==> src/led_drv_pkg.sv <==
// package of constants and carrier types for the led boost enable and dimming control
package led_drv_pkg;

  // ----------------------------------------------------------------------
  // clock and timing
  // ----------------------------------------------------------------------
  localparam int CLK_MHZ          = 100;        // core clock rate
  localparam int EN_QUAL_US       = 50;         // high time that enables
  localparam int SHDN_QUAL_MS     = 32;         // low time that shuts down
  localparam int BLANK_NS         = 400;        // comparator blanking after close
  localparam int MAX_ON_NS        = 6000;       // main switch longest on-time
  localparam int MIN_OFF_NS       = 400;        // main switch least off-time
  // longest times round down, least times round up
  localparam int EN_QUAL_CYC      = (EN_QUAL_US * CLK_MHZ);
  localparam int SHDN_QUAL_CYC    = (SHDN_QUAL_MS * 1000 * CLK_MHZ);
  localparam int BLANK_CYC        = (BLANK_NS * CLK_MHZ + 999) / 1000;
  localparam int MAX_ON_CYC       = (MAX_ON_NS * CLK_MHZ) / 1000;
  localparam int MIN_OFF_CYC      = (MIN_OFF_NS * CLK_MHZ + 999) / 1000;

  // ----------------------------------------------------------------------
  // soft-start
  // ----------------------------------------------------------------------
  localparam int SS_STEP_CYCLES   = 256;        // switch cycles per step
  localparam int SS_DONE_CYCLES   = 512;        // switch cycles to completion
  localparam int SS_CNT_W         = 10;         // width of the switch cycle counter

  // current limit code driven to the analog limiter
  localparam logic [1:0] LIM_QUARTER = 2'h1;    // one quarter of full limit
  localparam logic [1:0] LIM_HALF    = 2'h2;    // one half of full limit
  localparam logic [1:0] LIM_FULL    = 2'h3;    // full limit
  localparam logic [1:0] LIM_OFF     = 2'h0;    // no limit granted, converter idle

  // ----------------------------------------------------------------------
  // operating states
  // ----------------------------------------------------------------------
  typedef enum logic [1:0] {
    ST_SHUTDOWN,
    ST_QUALIFY,
    ST_ENABLED
  } op_state_t;

  // analog comparator inputs, all from outside the clock domain
  typedef struct packed {
    logic ctrl;         // control input level
    logic feedback_low; // feedback_sense below reference
    logic peak_reached; // switch current at switch_current_limit
    logic overvoltage;  // overvoltage_sense above threshold
    logic undervoltage; // supply below lockout threshold
    logic overtemp;     // junction above thermal threshold
  } sense_t;

endpackage

==> src/led_main_switch.sv <==
// main power switch on/off timing: peak, max-on, min-off and feedback start
`timescale 1ns/1ps
`default_nettype none
module led_main_switch
  import led_drv_pkg::*;
#(
  parameter int MAX_ON  = MAX_ON_CYC,
  parameter int MIN_OFF = MIN_OFF_CYC
)(
  input  wire logic clk,
  input  wire logic rst,
  input  wire logic ce,
  input  wire logic run,          // converter allowed to switch
  input  wire logic start_ok,     // feedback low and not blanked
  input  wire logic peak_reached, // current at limit
  input  wire logic overvoltage,  // output above threshold
  output logic      sw_on,        // main switch gate
  output logic      cycle_pulse   // one pulse per completed on-period
);

  // ----------------------------------------------------------------------
  // timers
  // ----------------------------------------------------------------------
  localparam int TW = $clog2(MAX_ON + 1);
  localparam logic [TW-1:0] MAX_ON_T  = TW'(MAX_ON);
  localparam logic [TW-1:0] MIN_OFF_T = TW'(MIN_OFF);

  logic [TW-1:0] on_cnt_q;   // cycles since turn-on
  logic [TW-1:0] off_cnt_q;  // cycles since turn-off, saturating
  logic          off_done;   // least off-time has passed
  logic          turn_off;   // any reason to end the on-period
  logic          turn_on;    // every condition to begin one

  assign off_done = (off_cnt_q >= MIN_OFF_T);
  // peak current, max on-time, overvoltage or loss of run all end the pulse
  assign turn_off = sw_on & (peak_reached |
                             (on_cnt_q >= MAX_ON_T - TW'(1)) |
                             overvoltage | ~run);
  assign turn_on  = ~sw_on & run & ~overvoltage & start_ok & off_done;

  // ----------------------------------------------------------------------
  // switch state and counters
  // ----------------------------------------------------------------------
  // off counter starts full so the first pulse after enable is not delayed
  always_ff @(posedge clk)
  begin
    if (rst)
    begin
      sw_on       <= 1'b0;
      on_cnt_q    <= '0;
      off_cnt_q   <= MIN_OFF_T;
      cycle_pulse <= 1'b0;
    end
    else if (ce)
    begin
      cycle_pulse <= turn_off;
      if (turn_off)
      begin
        sw_on     <= 1'b0;
        off_cnt_q <= '0;
      end
      else if (turn_on)
      begin
        sw_on    <= 1'b1;
        on_cnt_q <= '0;
      end
      else if (sw_on)
        on_cnt_q <= on_cnt_q + TW'(1);
      else if (!off_done)
        off_cnt_q <= off_cnt_q + TW'(1);
    end
  end

endmodule
`default_nettype wire

==> src/led_boost_ctrl.sv <==
// top of the led boost driver digital control: enable, dimming, soft-start, faults
`timescale 1ns/1ps
`default_nettype none

module led_boost_ctrl
  import led_drv_pkg::*;
#(
  parameter int EN_QUAL   = EN_QUAL_CYC,
  parameter int SHDN_QUAL = SHDN_QUAL_CYC,
  parameter int BLANK     = BLANK_CYC
)(
  input  wire logic       CLK,
  input  wire logic       RST,
  input  wire logic       CE,
  input  wire sense_t     SENSE,
  output logic            MAIN_POWER_SWITCH,
  output logic            LED_RETURN_SWITCH,
  output logic [1:0]      SWITCH_CURRENT_LIMIT,
  output logic            ENABLED,
  output logic            SOFTSTART_DONE
);

  // ----------------------------------------------------------------------
  // input synchronisers
  // ----------------------------------------------------------------------
  sense_t sync1_q;     // first stage, read only by the second
  sense_t sync2_q;     // clean copy in the clock domain
  logic   ctrl_prev_q; // last synchronised control level

  // two flops per comparator, the inputs are asynchronous to CLK
  always_ff @(posedge CLK)
  begin
    if (RST)
    begin
      sync1_q     <= '0;
      sync2_q     <= '0;
      ctrl_prev_q <= 1'b0;
    end
    else if (CE)
    begin
      sync1_q     <= SENSE;
      sync2_q     <= sync1_q;
      ctrl_prev_q <= sync2_q.ctrl;
    end
  end

  wire ctrl      = sync2_q.ctrl;
  wire ctrl_rise = ctrl & ~ctrl_prev_q;
  wire fault     = sync2_q.undervoltage | sync2_q.overtemp;

  // ----------------------------------------------------------------------
  // enable / shutdown qualification
  // ----------------------------------------------------------------------
  localparam int QW = $clog2(SHDN_QUAL + 1);
  localparam logic [QW-1:0] EN_T   = QW'(EN_QUAL);
  localparam logic [QW-1:0] SHDN_T = QW'(SHDN_QUAL);

  op_state_t     state_q;   // operating state
  op_state_t     state_d;
  logic [QW-1:0] qual_q;    // length of the current control level
  logic          en_met;    // high long enough
  logic          shdn_met;  // low long enough

  assign en_met   = (qual_q >= EN_T - QW'(1)) & ctrl;
  assign shdn_met = (qual_q >= SHDN_T - QW'(1)) & ~ctrl;

  // next state: faults win over the control input
  always_comb
  begin
    state_d = state_q;
    unique case (state_q)
      ST_SHUTDOWN: if (ctrl && !fault) state_d = ST_QUALIFY;
      ST_QUALIFY:  if (!ctrl || fault) state_d = ST_SHUTDOWN;
                   else if (en_met)     state_d = ST_ENABLED;
      ST_ENABLED:  if (fault || shdn_met) state_d = ST_SHUTDOWN;
      // the unused fourth code falls back to the safe state
      default:     state_d = ST_SHUTDOWN;
    endcase
  end

  // the level counter restarts on every control edge; a narrow pulse or gap
  // therefore never adds up towards either qualification; a fault also clears
  // it, so control held high through a lockout must qualify again afterwards
  always_ff @(posedge CLK)
  begin
    if (RST)
    begin
      state_q <= ST_SHUTDOWN;
      qual_q  <= '0;
    end
    else if (CE)
    begin
      state_q <= state_d;
      if ((ctrl != ctrl_prev_q) || fault)
        qual_q <= '0;
      else if (qual_q != SHDN_T)
        qual_q <= qual_q + QW'(1);
    end
  end

  wire enabled = (state_q == ST_ENABLED) & ~fault;

  // ----------------------------------------------------------------------
  // soft-start switch cycle counter
  // ----------------------------------------------------------------------
  localparam logic [SS_CNT_W-1:0] SS_STEP = SS_CNT_W'(SS_STEP_CYCLES);
  localparam logic [SS_CNT_W-1:0] SS_DONE = SS_CNT_W'(SS_DONE_CYCLES);

  logic [SS_CNT_W-1:0] ss_cnt_q;  // completed switch cycles since enable
  logic                cycle_pulse;
  logic                ss_done;
  logic [1:0]          limit_d;

  assign ss_done = (ss_cnt_q >= SS_DONE);
  // step the limit up with the cycle count
  assign limit_d = !enabled           ? LIM_OFF :
                   (ss_cnt_q < SS_STEP) ? LIM_QUARTER :
                   !ss_done           ? LIM_HALF : LIM_FULL;

  // counter cleared whenever not enabled, so a re-enable starts from step one
  always_ff @(posedge CLK)
  begin
    if (RST)
      ss_cnt_q <= '0;
    else if (CE)
    begin
      if (!enabled)
        ss_cnt_q <= '0;
      else if (cycle_pulse && !ss_done)
        ss_cnt_q <= ss_cnt_q + SS_CNT_W'(1);
    end
  end

  // ----------------------------------------------------------------------
  // led return switch and comparator blanking
  // ----------------------------------------------------------------------
  localparam int BW = $clog2(BLANK + 1);
  localparam logic [BW-1:0] BLANK_T = BW'(BLANK);

  logic [BW-1:0] blank_q;   // cycles of blanking left
  logic          led_d;
  logic          led_close;

  // follows the synchronised level; a rise closes it with no qualification
  assign led_d     = enabled & ctrl;
  assign led_close = led_d & ~LED_RETURN_SWITCH;

  // blanking reloads at each close so the sense node can settle
  always_ff @(posedge CLK)
  begin
    if (RST)
      blank_q <= '0;
    else if (CE)
    begin
      if (led_close || (enabled && ctrl_rise))
        blank_q <= BLANK_T;
      else if (blank_q != '0)
        blank_q <= blank_q - BW'(1);
    end
  end

  wire start_ok = sync2_q.feedback_low & (blank_q == '0) & LED_RETURN_SWITCH;

  // ----------------------------------------------------------------------
  // main switch timing
  // ----------------------------------------------------------------------
  logic main_on;

  led_main_switch u_main (
    .clk          (CLK),
    .rst          (RST),
    .ce           (CE),
    .run          (enabled),
    .start_ok     (start_ok),
    .peak_reached (sync2_q.peak_reached),
    .overvoltage  (sync2_q.overvoltage),
    .sw_on        (main_on),
    .cycle_pulse  (cycle_pulse)
  );

  // ----------------------------------------------------------------------
  // registered outputs
  // ----------------------------------------------------------------------
  // main gate re-registered and masked so a fault opens it within one edge
  always_ff @(posedge CLK)
  begin
    if (RST)
    begin
      MAIN_POWER_SWITCH    <= 1'b0;
      LED_RETURN_SWITCH    <= 1'b0;
      SWITCH_CURRENT_LIMIT <= LIM_OFF;
      ENABLED              <= 1'b0;
      SOFTSTART_DONE       <= 1'b0;
    end
    else if (CE)
    begin
      MAIN_POWER_SWITCH    <= main_on & enabled & ~sync2_q.overvoltage;
      LED_RETURN_SWITCH    <= led_d;
      SWITCH_CURRENT_LIMIT <= limit_d;
      ENABLED              <= enabled;
      SOFTSTART_DONE       <= enabled & ss_done;
    end
  end

endmodule
`default_nettype wire

==> config.mk <==
export PLATFORM = sky130hd
export DESIGN_NAME = led_boost_ctrl
export DESIGN_NICKNAME = d
export VERILOG_FILES = /design/src/led_drv_pkg.sv /design/src/led_main_switch.sv /design/src/led_boost_ctrl.sv
export SDC_FILE = /design/constraint.sdc
export NUM_CORES = 1
export LEC_CHECK = 0
export ABC_AREA = 1
export BUFFER_PORTS_ARGS = -buffer_cell sky130_fd_sc_hd__buf_4
export CAP_MARGIN = 10
export CELL_PAD_IN_SITES_DETAIL_PLACEMENT = 0
export CELL_PAD_IN_SITES_GLOBAL_PLACEMENT = 1
export CORE_MARGIN = 3
export CORE_UTILIZATION = 30
export DETAILED_ROUTE_END_ITERATION = 6
export PLACE_DENSITY_LB_ADDON = 0.1
export SETUP_SLACK_MARGIN = 0.1
export SKIP_LAST_GASP = 1
export SLEW_MARGIN = 20
export SYNTH_ARGS = -nofsm -noshare
export SYNTH_HDL_FRONTEND = slang
export SYNTH_SLANG_ARGS = --single-unit
==> constraint.sdc <==
create_clock -name CLK -period 2.3 [get_ports CLK]
set_clock_uncertainty 0.1 [all_clocks]
set_input_delay 0.115 -clock CLK [delete_from_list [all_inputs] [get_ports CLK]]
set_output_delay 0.115 -clock CLK [all_outputs]
set_load 0.005 [all_outputs]
==> results of run 1 <==
[cells in the final DEF, fill, tap and decap left out, types with 2 or more instances in the layout]
| cell type | Yosys | layout |
|---|---|---|
| a211oi_1 | 3 | 3 |
| a21oi_1 | 55 | 55 |
| a31oi_1 | 3 | 3 |
| buf_4 | 1 | 21 |
| clkbuf_16 | 0 | 9 |
| dfxtp_1 | 81 | 81 |
| dlygate4sd3_1 | 0 | 6 |
| ha_1 | 10 | 10 |
| inv_1 | 74 | 74 |
| inv_2 | 5 | 5 |
| inv_6 | 0 | 4 |
| nand2_1 | 159 | 159 |
| nand2_2 | 9 | 9 |
| nand2_4 | 2 | 2 |
| nand3_1 | 42 | 42 |
| nand3_2 | 3 | 3 |
| nand3b_1 | 2 | 2 |
| nand4_1 | 21 | 21 |
| nor2_1 | 102 | 102 |
| nor2_2 | 3 | 3 |
| nor3_1 | 17 | 17 |
| nor3_2 | 2 | 2 |
| o21ai_0 | 32 | 32 |
| o21ai_1 | 3 | 3 |
| o21bai_1 | 3 | 3 |
| xnor2_1 | 6 | 6 |
| xor2_1 | 8 | 8 |
[path summary, 6_finish.rpt]
check,from,end,slack [ps],depth (start not counted)
setup / recovery,qual_q[0],qual_q[16],380,10
hold / removal,RST,qual_q[15],30,2
setup reg to reg,qual_q[0],qual_q[16],380,10
hold reg to reg,u_main.off_cnt_q[7],u_main.off_cnt_q[7],340,2
[flip-flops by register name (all words and copies together) (netlist names), 2 cells and up]
register / count
qual_q: 22
u_main.on_cnt_q: 10
u_main.off_cnt_q: 10
sync1_q: 6
sync2_q: 5
state_q: 2
blank_q: 6
ss_cnt_q: 10
SWITCH_CURRENT_LIMIT: 2
[power breakdown]
group / leakage [nW] / internal, mW / total [mW] / switching [mW]
sequential: 0.658 / 1.47 / 1.53 / 0.0550
clock: 0.146 / 0.787 / 1.45 / 0.665
combinational: 1.14 / 0.191 / 0.536 / 0.345
total: 1.95 / 2.45 / 3.52 / 1.06
[layout make-up]
cell class | instances | area (sq um) | share of cell area
tap | 180 | 225 | 0.0442
sequential | 81 | 1620 | 0.318
timing repair buffer | 27 | 218 | 0.0427
multi-input combinational | 495 | 2430 | 0.477
clock buffer | 10 | 239 | 0.0469
clock inverter | 6 | 55.1 | 0.0108
inverter | 81 | 305 | 0.0599
[what timing repair did]
action / CTS / global route
hold buffers: 6 / 0
setup endpoints to repair: 0 / 0
endpoints found under the hold margin: 6 / 0
[logic make-up (layout without fill, tap and decap cells)]
kind of cell / count (synthesis) / count (layout) / share of synthesized area
xor+xnor: 14 / 14 / 0.0276
compound gates: 102 / 102 / 0.123
flops: 81 / 81 / 0.365
fa+ha+maj: 10 / 10 / 0.0281
simple gates: 369 / 369 / 0.368
buf+inv: 99 / 124 / 0.0889
[routing by layer]
| layer | vias up | track usage | part of all wire |
|---|---|---|---|
| li1 | 2218 | - | - |
| met1 | 1890 | 0.207 | 0.51 |
| met2 | 56 | 0.240 | 0.44 |
| met3 | 11 | 0.0371 | 0.032 |
| met4 | 0 | 0.0449 | 0.012 |
| met5 | - | 0 | 0 |
[worst max-delay path, delay by kind of cell (launching register included)]
family / cells / cell delay (ps)
flops: 1 / 410
fa+ha+maj: 1 / 300
compound gates: 1 / 120
buf+inv: 1 / 110
simple gates: 7 / 790
[per-stage QoR]
stage	setup slack, ps	utilization
finish	380	0.359
global route	150	0.359
CTS	394	0.359
detailed placement	413	0.334
global placement	424	0.334
floorplan	639	-
==> impl_metrics.csv, run 1 <==
group,metric,value,unit
grt,antenna_found_initial,0,
logic_synthesis,synthCells,675,
cells_and_area,syn_to_final_growth,14.5,%
power,ir_worst_vdd,470,uV
setup_path,critPathMaxStageDelay,410,ps
sta,setup_violations,0,
routing,antenna_left,0,
cells_and_area,final_layout_size_suffix_gt1_frac,0.0971,
power,totalPowerFinal,3.52,mW
logic_synthesis,synth.distinct_cells,40,
setup_path,worstPathCellList,"ha_1 > inv_1 > nor3_2 > nand2_1 > nor2_1 > nand2_1 > nand3_1 > nor2_1 > a21oi_1 > nor2_1",
placement,dp.cells,858,
cells_and_area,fillers,1578,
sta,tightest_slew,502,ps
logic_synthesis,ys_seq_elements,81,
placement,place_hpwl,8390,um
floorplan,initial_core_util,0.313,
logic_synthesis,ys_seq_area_frac,0.365,
clock_tree,cts.sink_count,81,
routing,via_count,4175,
placement,io_buffers,14,
setup_path,critPathSlowestCell,"dfxtp_1",
setup_path,path_max_fanout,6,
routing,drtIter0Drc,246,
floorplan,die_w,128,um
logic_synthesis,synth_top_area_frac,0.365,
grt,grt_pass1_wl,20000,um
sta,fmax,521,MHz
sta,drv_slew,0,
clock_tree,htreeDepth,3,
routing,remaining_drc_errors,0,
cells_and_area,nets,714,
clock_tree,clock-root-buffer,"clkbuf_16",
floorplan,core-area,14200,sq um
setup_path,cp-start-kind,"register",
clock_tree,post_cts_resized,0,
logic_synthesis,synthTopCellsByArea,"dfxtp_1 (36%), nand2_1 (13%), nor2_1 (8.6%), inv_1 (6.2%), a21oi_1 (6.2%)",
placement,routabilityCongestion,0.868,
setup_path,crit_top_cell,"nor2_1",
run,maxCapViolations,0,
power,power.density,690,nW/um^2
sta,hold_viol,0,
run_status,status,"completed",
cells_and_area,diodes,0,
logic_synthesis,synth_edf_count,0,
cells_and_area,final_area,5090,sq um
clock_tree,path_clk_slew,70,ps
setup_path,cp.required,2440,ps
power,p_leak,1.95,nW
sta,max_slew_margin,0.665,
setup_path,path_class,"register to register",
grt,grt_max_degree,26,
logic_synthesis,yosysMostFrequentCell,"nand2_1",
clock_tree,cts_tree,"yes",
clock_tree,cts_setup_buffers,0,
setup_path,critPathArrivalTime,2060,ps
grt,grt_pass1_vias,4012,
floorplan,io_pins,15,
clock_tree,cts-buffers-inserted,9,
floorplan,die_area,16300,sq um
floorplan,row_count,43,
sta,whs,27.5,ps
sta,fin_crit,1920,ps
placement,place_area,4740,sq um
sta,fin_crit_sh,0.835,
clock_tree,clk_path_buf_depth,2,
logic_synthesis,synth_fp_nets,694,
logic_synthesis,ys_async_sr_fraction,0,
logic_synthesis,yosysWarnings,0,
logic_synthesis,syn_area_per_cell,6.59,sq um
logic_synthesis,yosysTopAreaCell,"dfxtp_1",
logic_synthesis,ys_top_cells_by_count,"nand2_1 (159), nor2_1 (102), dfxtp_1 (81), inv_1 (74), a21oi_1 (55)",
floorplan,die-height,128,um
routing,dr.pass1.iters,5,
clock_tree,insertion_delay,350,ps
sta,rsz0062_at_grt,"no",
logic_synthesis,synth-main-ff-cell,"dfxtp_1",
grt,overflow,0,
cells_and_area,final_cells,880,
routing,wl_per_cell,13.3,um
routing,via_per_inst,4.74,
sta,tns,0,ps
logic_synthesis,mappedNetlistArea,4450,sq um
worst_hold_path,hp-class,"primary input to register",
setup_path,cp-end-kind,"register",
grt,grt_use_total,0.152,
routing,wl,11700,um
Note: power is estimated with default switching activity, not from simulation.
==> inputs of run 2 (changes only) <==
==> constraint.sdc (replaced) <==
create_clock -name CLK -period 1.69 [get_ports CLK]
set_clock_uncertainty 0.1 [all_clocks]
set_input_delay 0.0845 -clock CLK [delete_from_list [all_inputs] [get_ports CLK]]
set_output_delay 0.0845 -clock CLK [all_outputs]
set_load 0.005 [all_outputs]
==> run 2 against run 1 <==
- global-route usage is 1.2 points higher
- critical endpoint is now u_main.on_cnt_q[4]
- worst setup slack worse by 380 ps
- sequential share of layout area is 5.9 points lower
- hold slack better by 74 ps
- non-clock buffer count is 90 higher
==> impl_metrics.csv, run 2 (same netlist as run 1, synthesis figures left out) <==
group,metric,value,unit
run_status,status,"completed",
grt,grt_pass1_wl,21500,um
power,p_leak,2.52,nW
sta,fmax,593,MHz
sta,whs,102,ps
setup_path,cp-start-kind,"register",
routing,via_per_inst,4.70,
cells_and_area,final_area,6380,sq um
run,maxCapViolations,0,
floorplan,die-height,128,um
cells_and_area,syn_to_final_growth,43.4,%
power,totalPowerFinal,5.20,mW
worst_hold_path,hp-class,"primary input to register",
power,ir_worst_vdd,579,uV
routing,dr.pass1.iters,4,
routing,wl,13200,um
setup_path,cp.required,1870,ps
setup_path,path_max_fanout,5,
floorplan,io_pins,15,
clock_tree,cts-buffers-inserted,9,
routing,remaining_drc_errors,0,
power,power.density,815,nW/um^2
cells_and_area,largest_register_ffs,22,
placement,place_area,5230,sq um
clock_tree,insertion_delay,340,ps
setup_path,critPathArrivalTime,1870,ps
grt,grt_pass1_vias,4327,
cells_and_area,top_register,"qual_q",
routing,drtIter0Drc,186,
clock_tree,path_clk_slew,60,ps
sta,hold_viol,0,
sta,max_slew_margin,0.727,
clock_tree,clk_path_buf_depth,2,
placement,io_buffers,14,
cells_and_area,nets,804,
placement,routabilityCongestion,0.860,
clock_tree,cts_tree,"yes",
sta,fin_crit,1690,ps
sta,tightest_slew,406,ps
floorplan,die_area,16300,sq um
routing,antenna_left,0,
cells_and_area,final_cell_mix,"nand2_1 (146), buf_4 (94), nor2_1 (85)",
clock_tree,htreeDepth,3,
sta,tns,0,ps
routing,wl_per_cell,13.6,um
placement,place_hpwl,9090,um
routing,via_count,4563,
floorplan,die_w,128,um
clock_tree,clock-root-buffer,"clkbuf_16",
floorplan,core-area,14200,sq um
clock_tree,cts.sink_count,81,
sta,rsz0062_at_grt,"yes",
floorplan,row_count,43,
grt,overflow,0,
cells_and_area,final_common_cell,"nand2_1",
floorplan,initial_core_util,0.313,
sta,fin_crit_sh,0.998,
cells_and_area,final_layout_size_suffix_gt1_frac,0.320,
cells_and_area,final_util,0.449,
grt,grt_use_total,0.164,
grt,antenna_found_initial,0,
sta,drv_slew,0,
sta,setup_violations,0,
setup_path,path_class,"register to register",
cells_and_area,diodes,0,
setup_path,cp-end-kind,"register",
grt,grt_max_degree,20,
-- run 2: area by class of cell --
cell class                      instances  area [sq um]
Clock buffer                           12           236
Clock inverter                          4          30.0
Fill cell                            1502          7820
Inverter                               81           324
Multi-Input combinational cell        495          2870
Sequential cell                        81          1650
Tap cell                              180           225
Timing Repair Buffer                  117          1040
-- run 2: final timing paths --
| kind | start | endpoint | slack, ps | depth (start not counted) |
|---|---|---|---|---|
| max | blank_q[0] | u_main.on_cnt_q[4] | 3 | 11 |
| min | CE | sync1_q[2] | 100 | 3 |
| max reg2reg | blank_q[0] | u_main.on_cnt_q[4] | 3 | 11 |
| min reg2reg | ss_cnt_q[2] | ss_cnt_q[2] | 340 | 1 |
-- run 2: layer usage --
layer | vias up | share of wire | GRT usage
li1 | 2409 | - | -
met1 | 2088 | 0.49 | 0.217
met2 | 46 | 0.46 | 0.270
met3 | 20 | 0.027 | 0.0325
met4 | 0 | 0.020 | 0.0524
met5 | - | 0 | 0
-- run 2: where the power goes --
group          internal, mW  leakage, nW  switching, mW
clock network         0.997        0.115          0.807
registers              2.01        0.667         0.0807
logic                 0.614         1.74          0.691
-- run 2: worst max-delay path, stage by stage, from the launching register on --
cell,delay [ps]
dfxtp_1,310
inv_2,80
ha_4,140
nand3_4,100
nor2_4,150
nand3_4,80
a21oi_4,290
buf_6,150
nand3_1,60
nand2_1,60
nand2_1,50
nor2_1,70
-- run 2: per-stage QoR --
stage               cells  setup WS [ps]
detailed placement    917          -78.6
floorplan             675           98.2
finish                970           2.75
CTS                   956           42.9
global route          970          -88.0
global placement      917          -36.0
-- run 2: repair_timing --
item | in CTS | in global routing
gates resized for setup | 77 | 76
buffers inserted | 15 | 13
gates cloned | 2 | 1
endpoints found under the hold margin | 18 | 0
setup endpoints to repair | 45 | 58
hold buffers | 7 | 0
pin swaps | 29 | 42
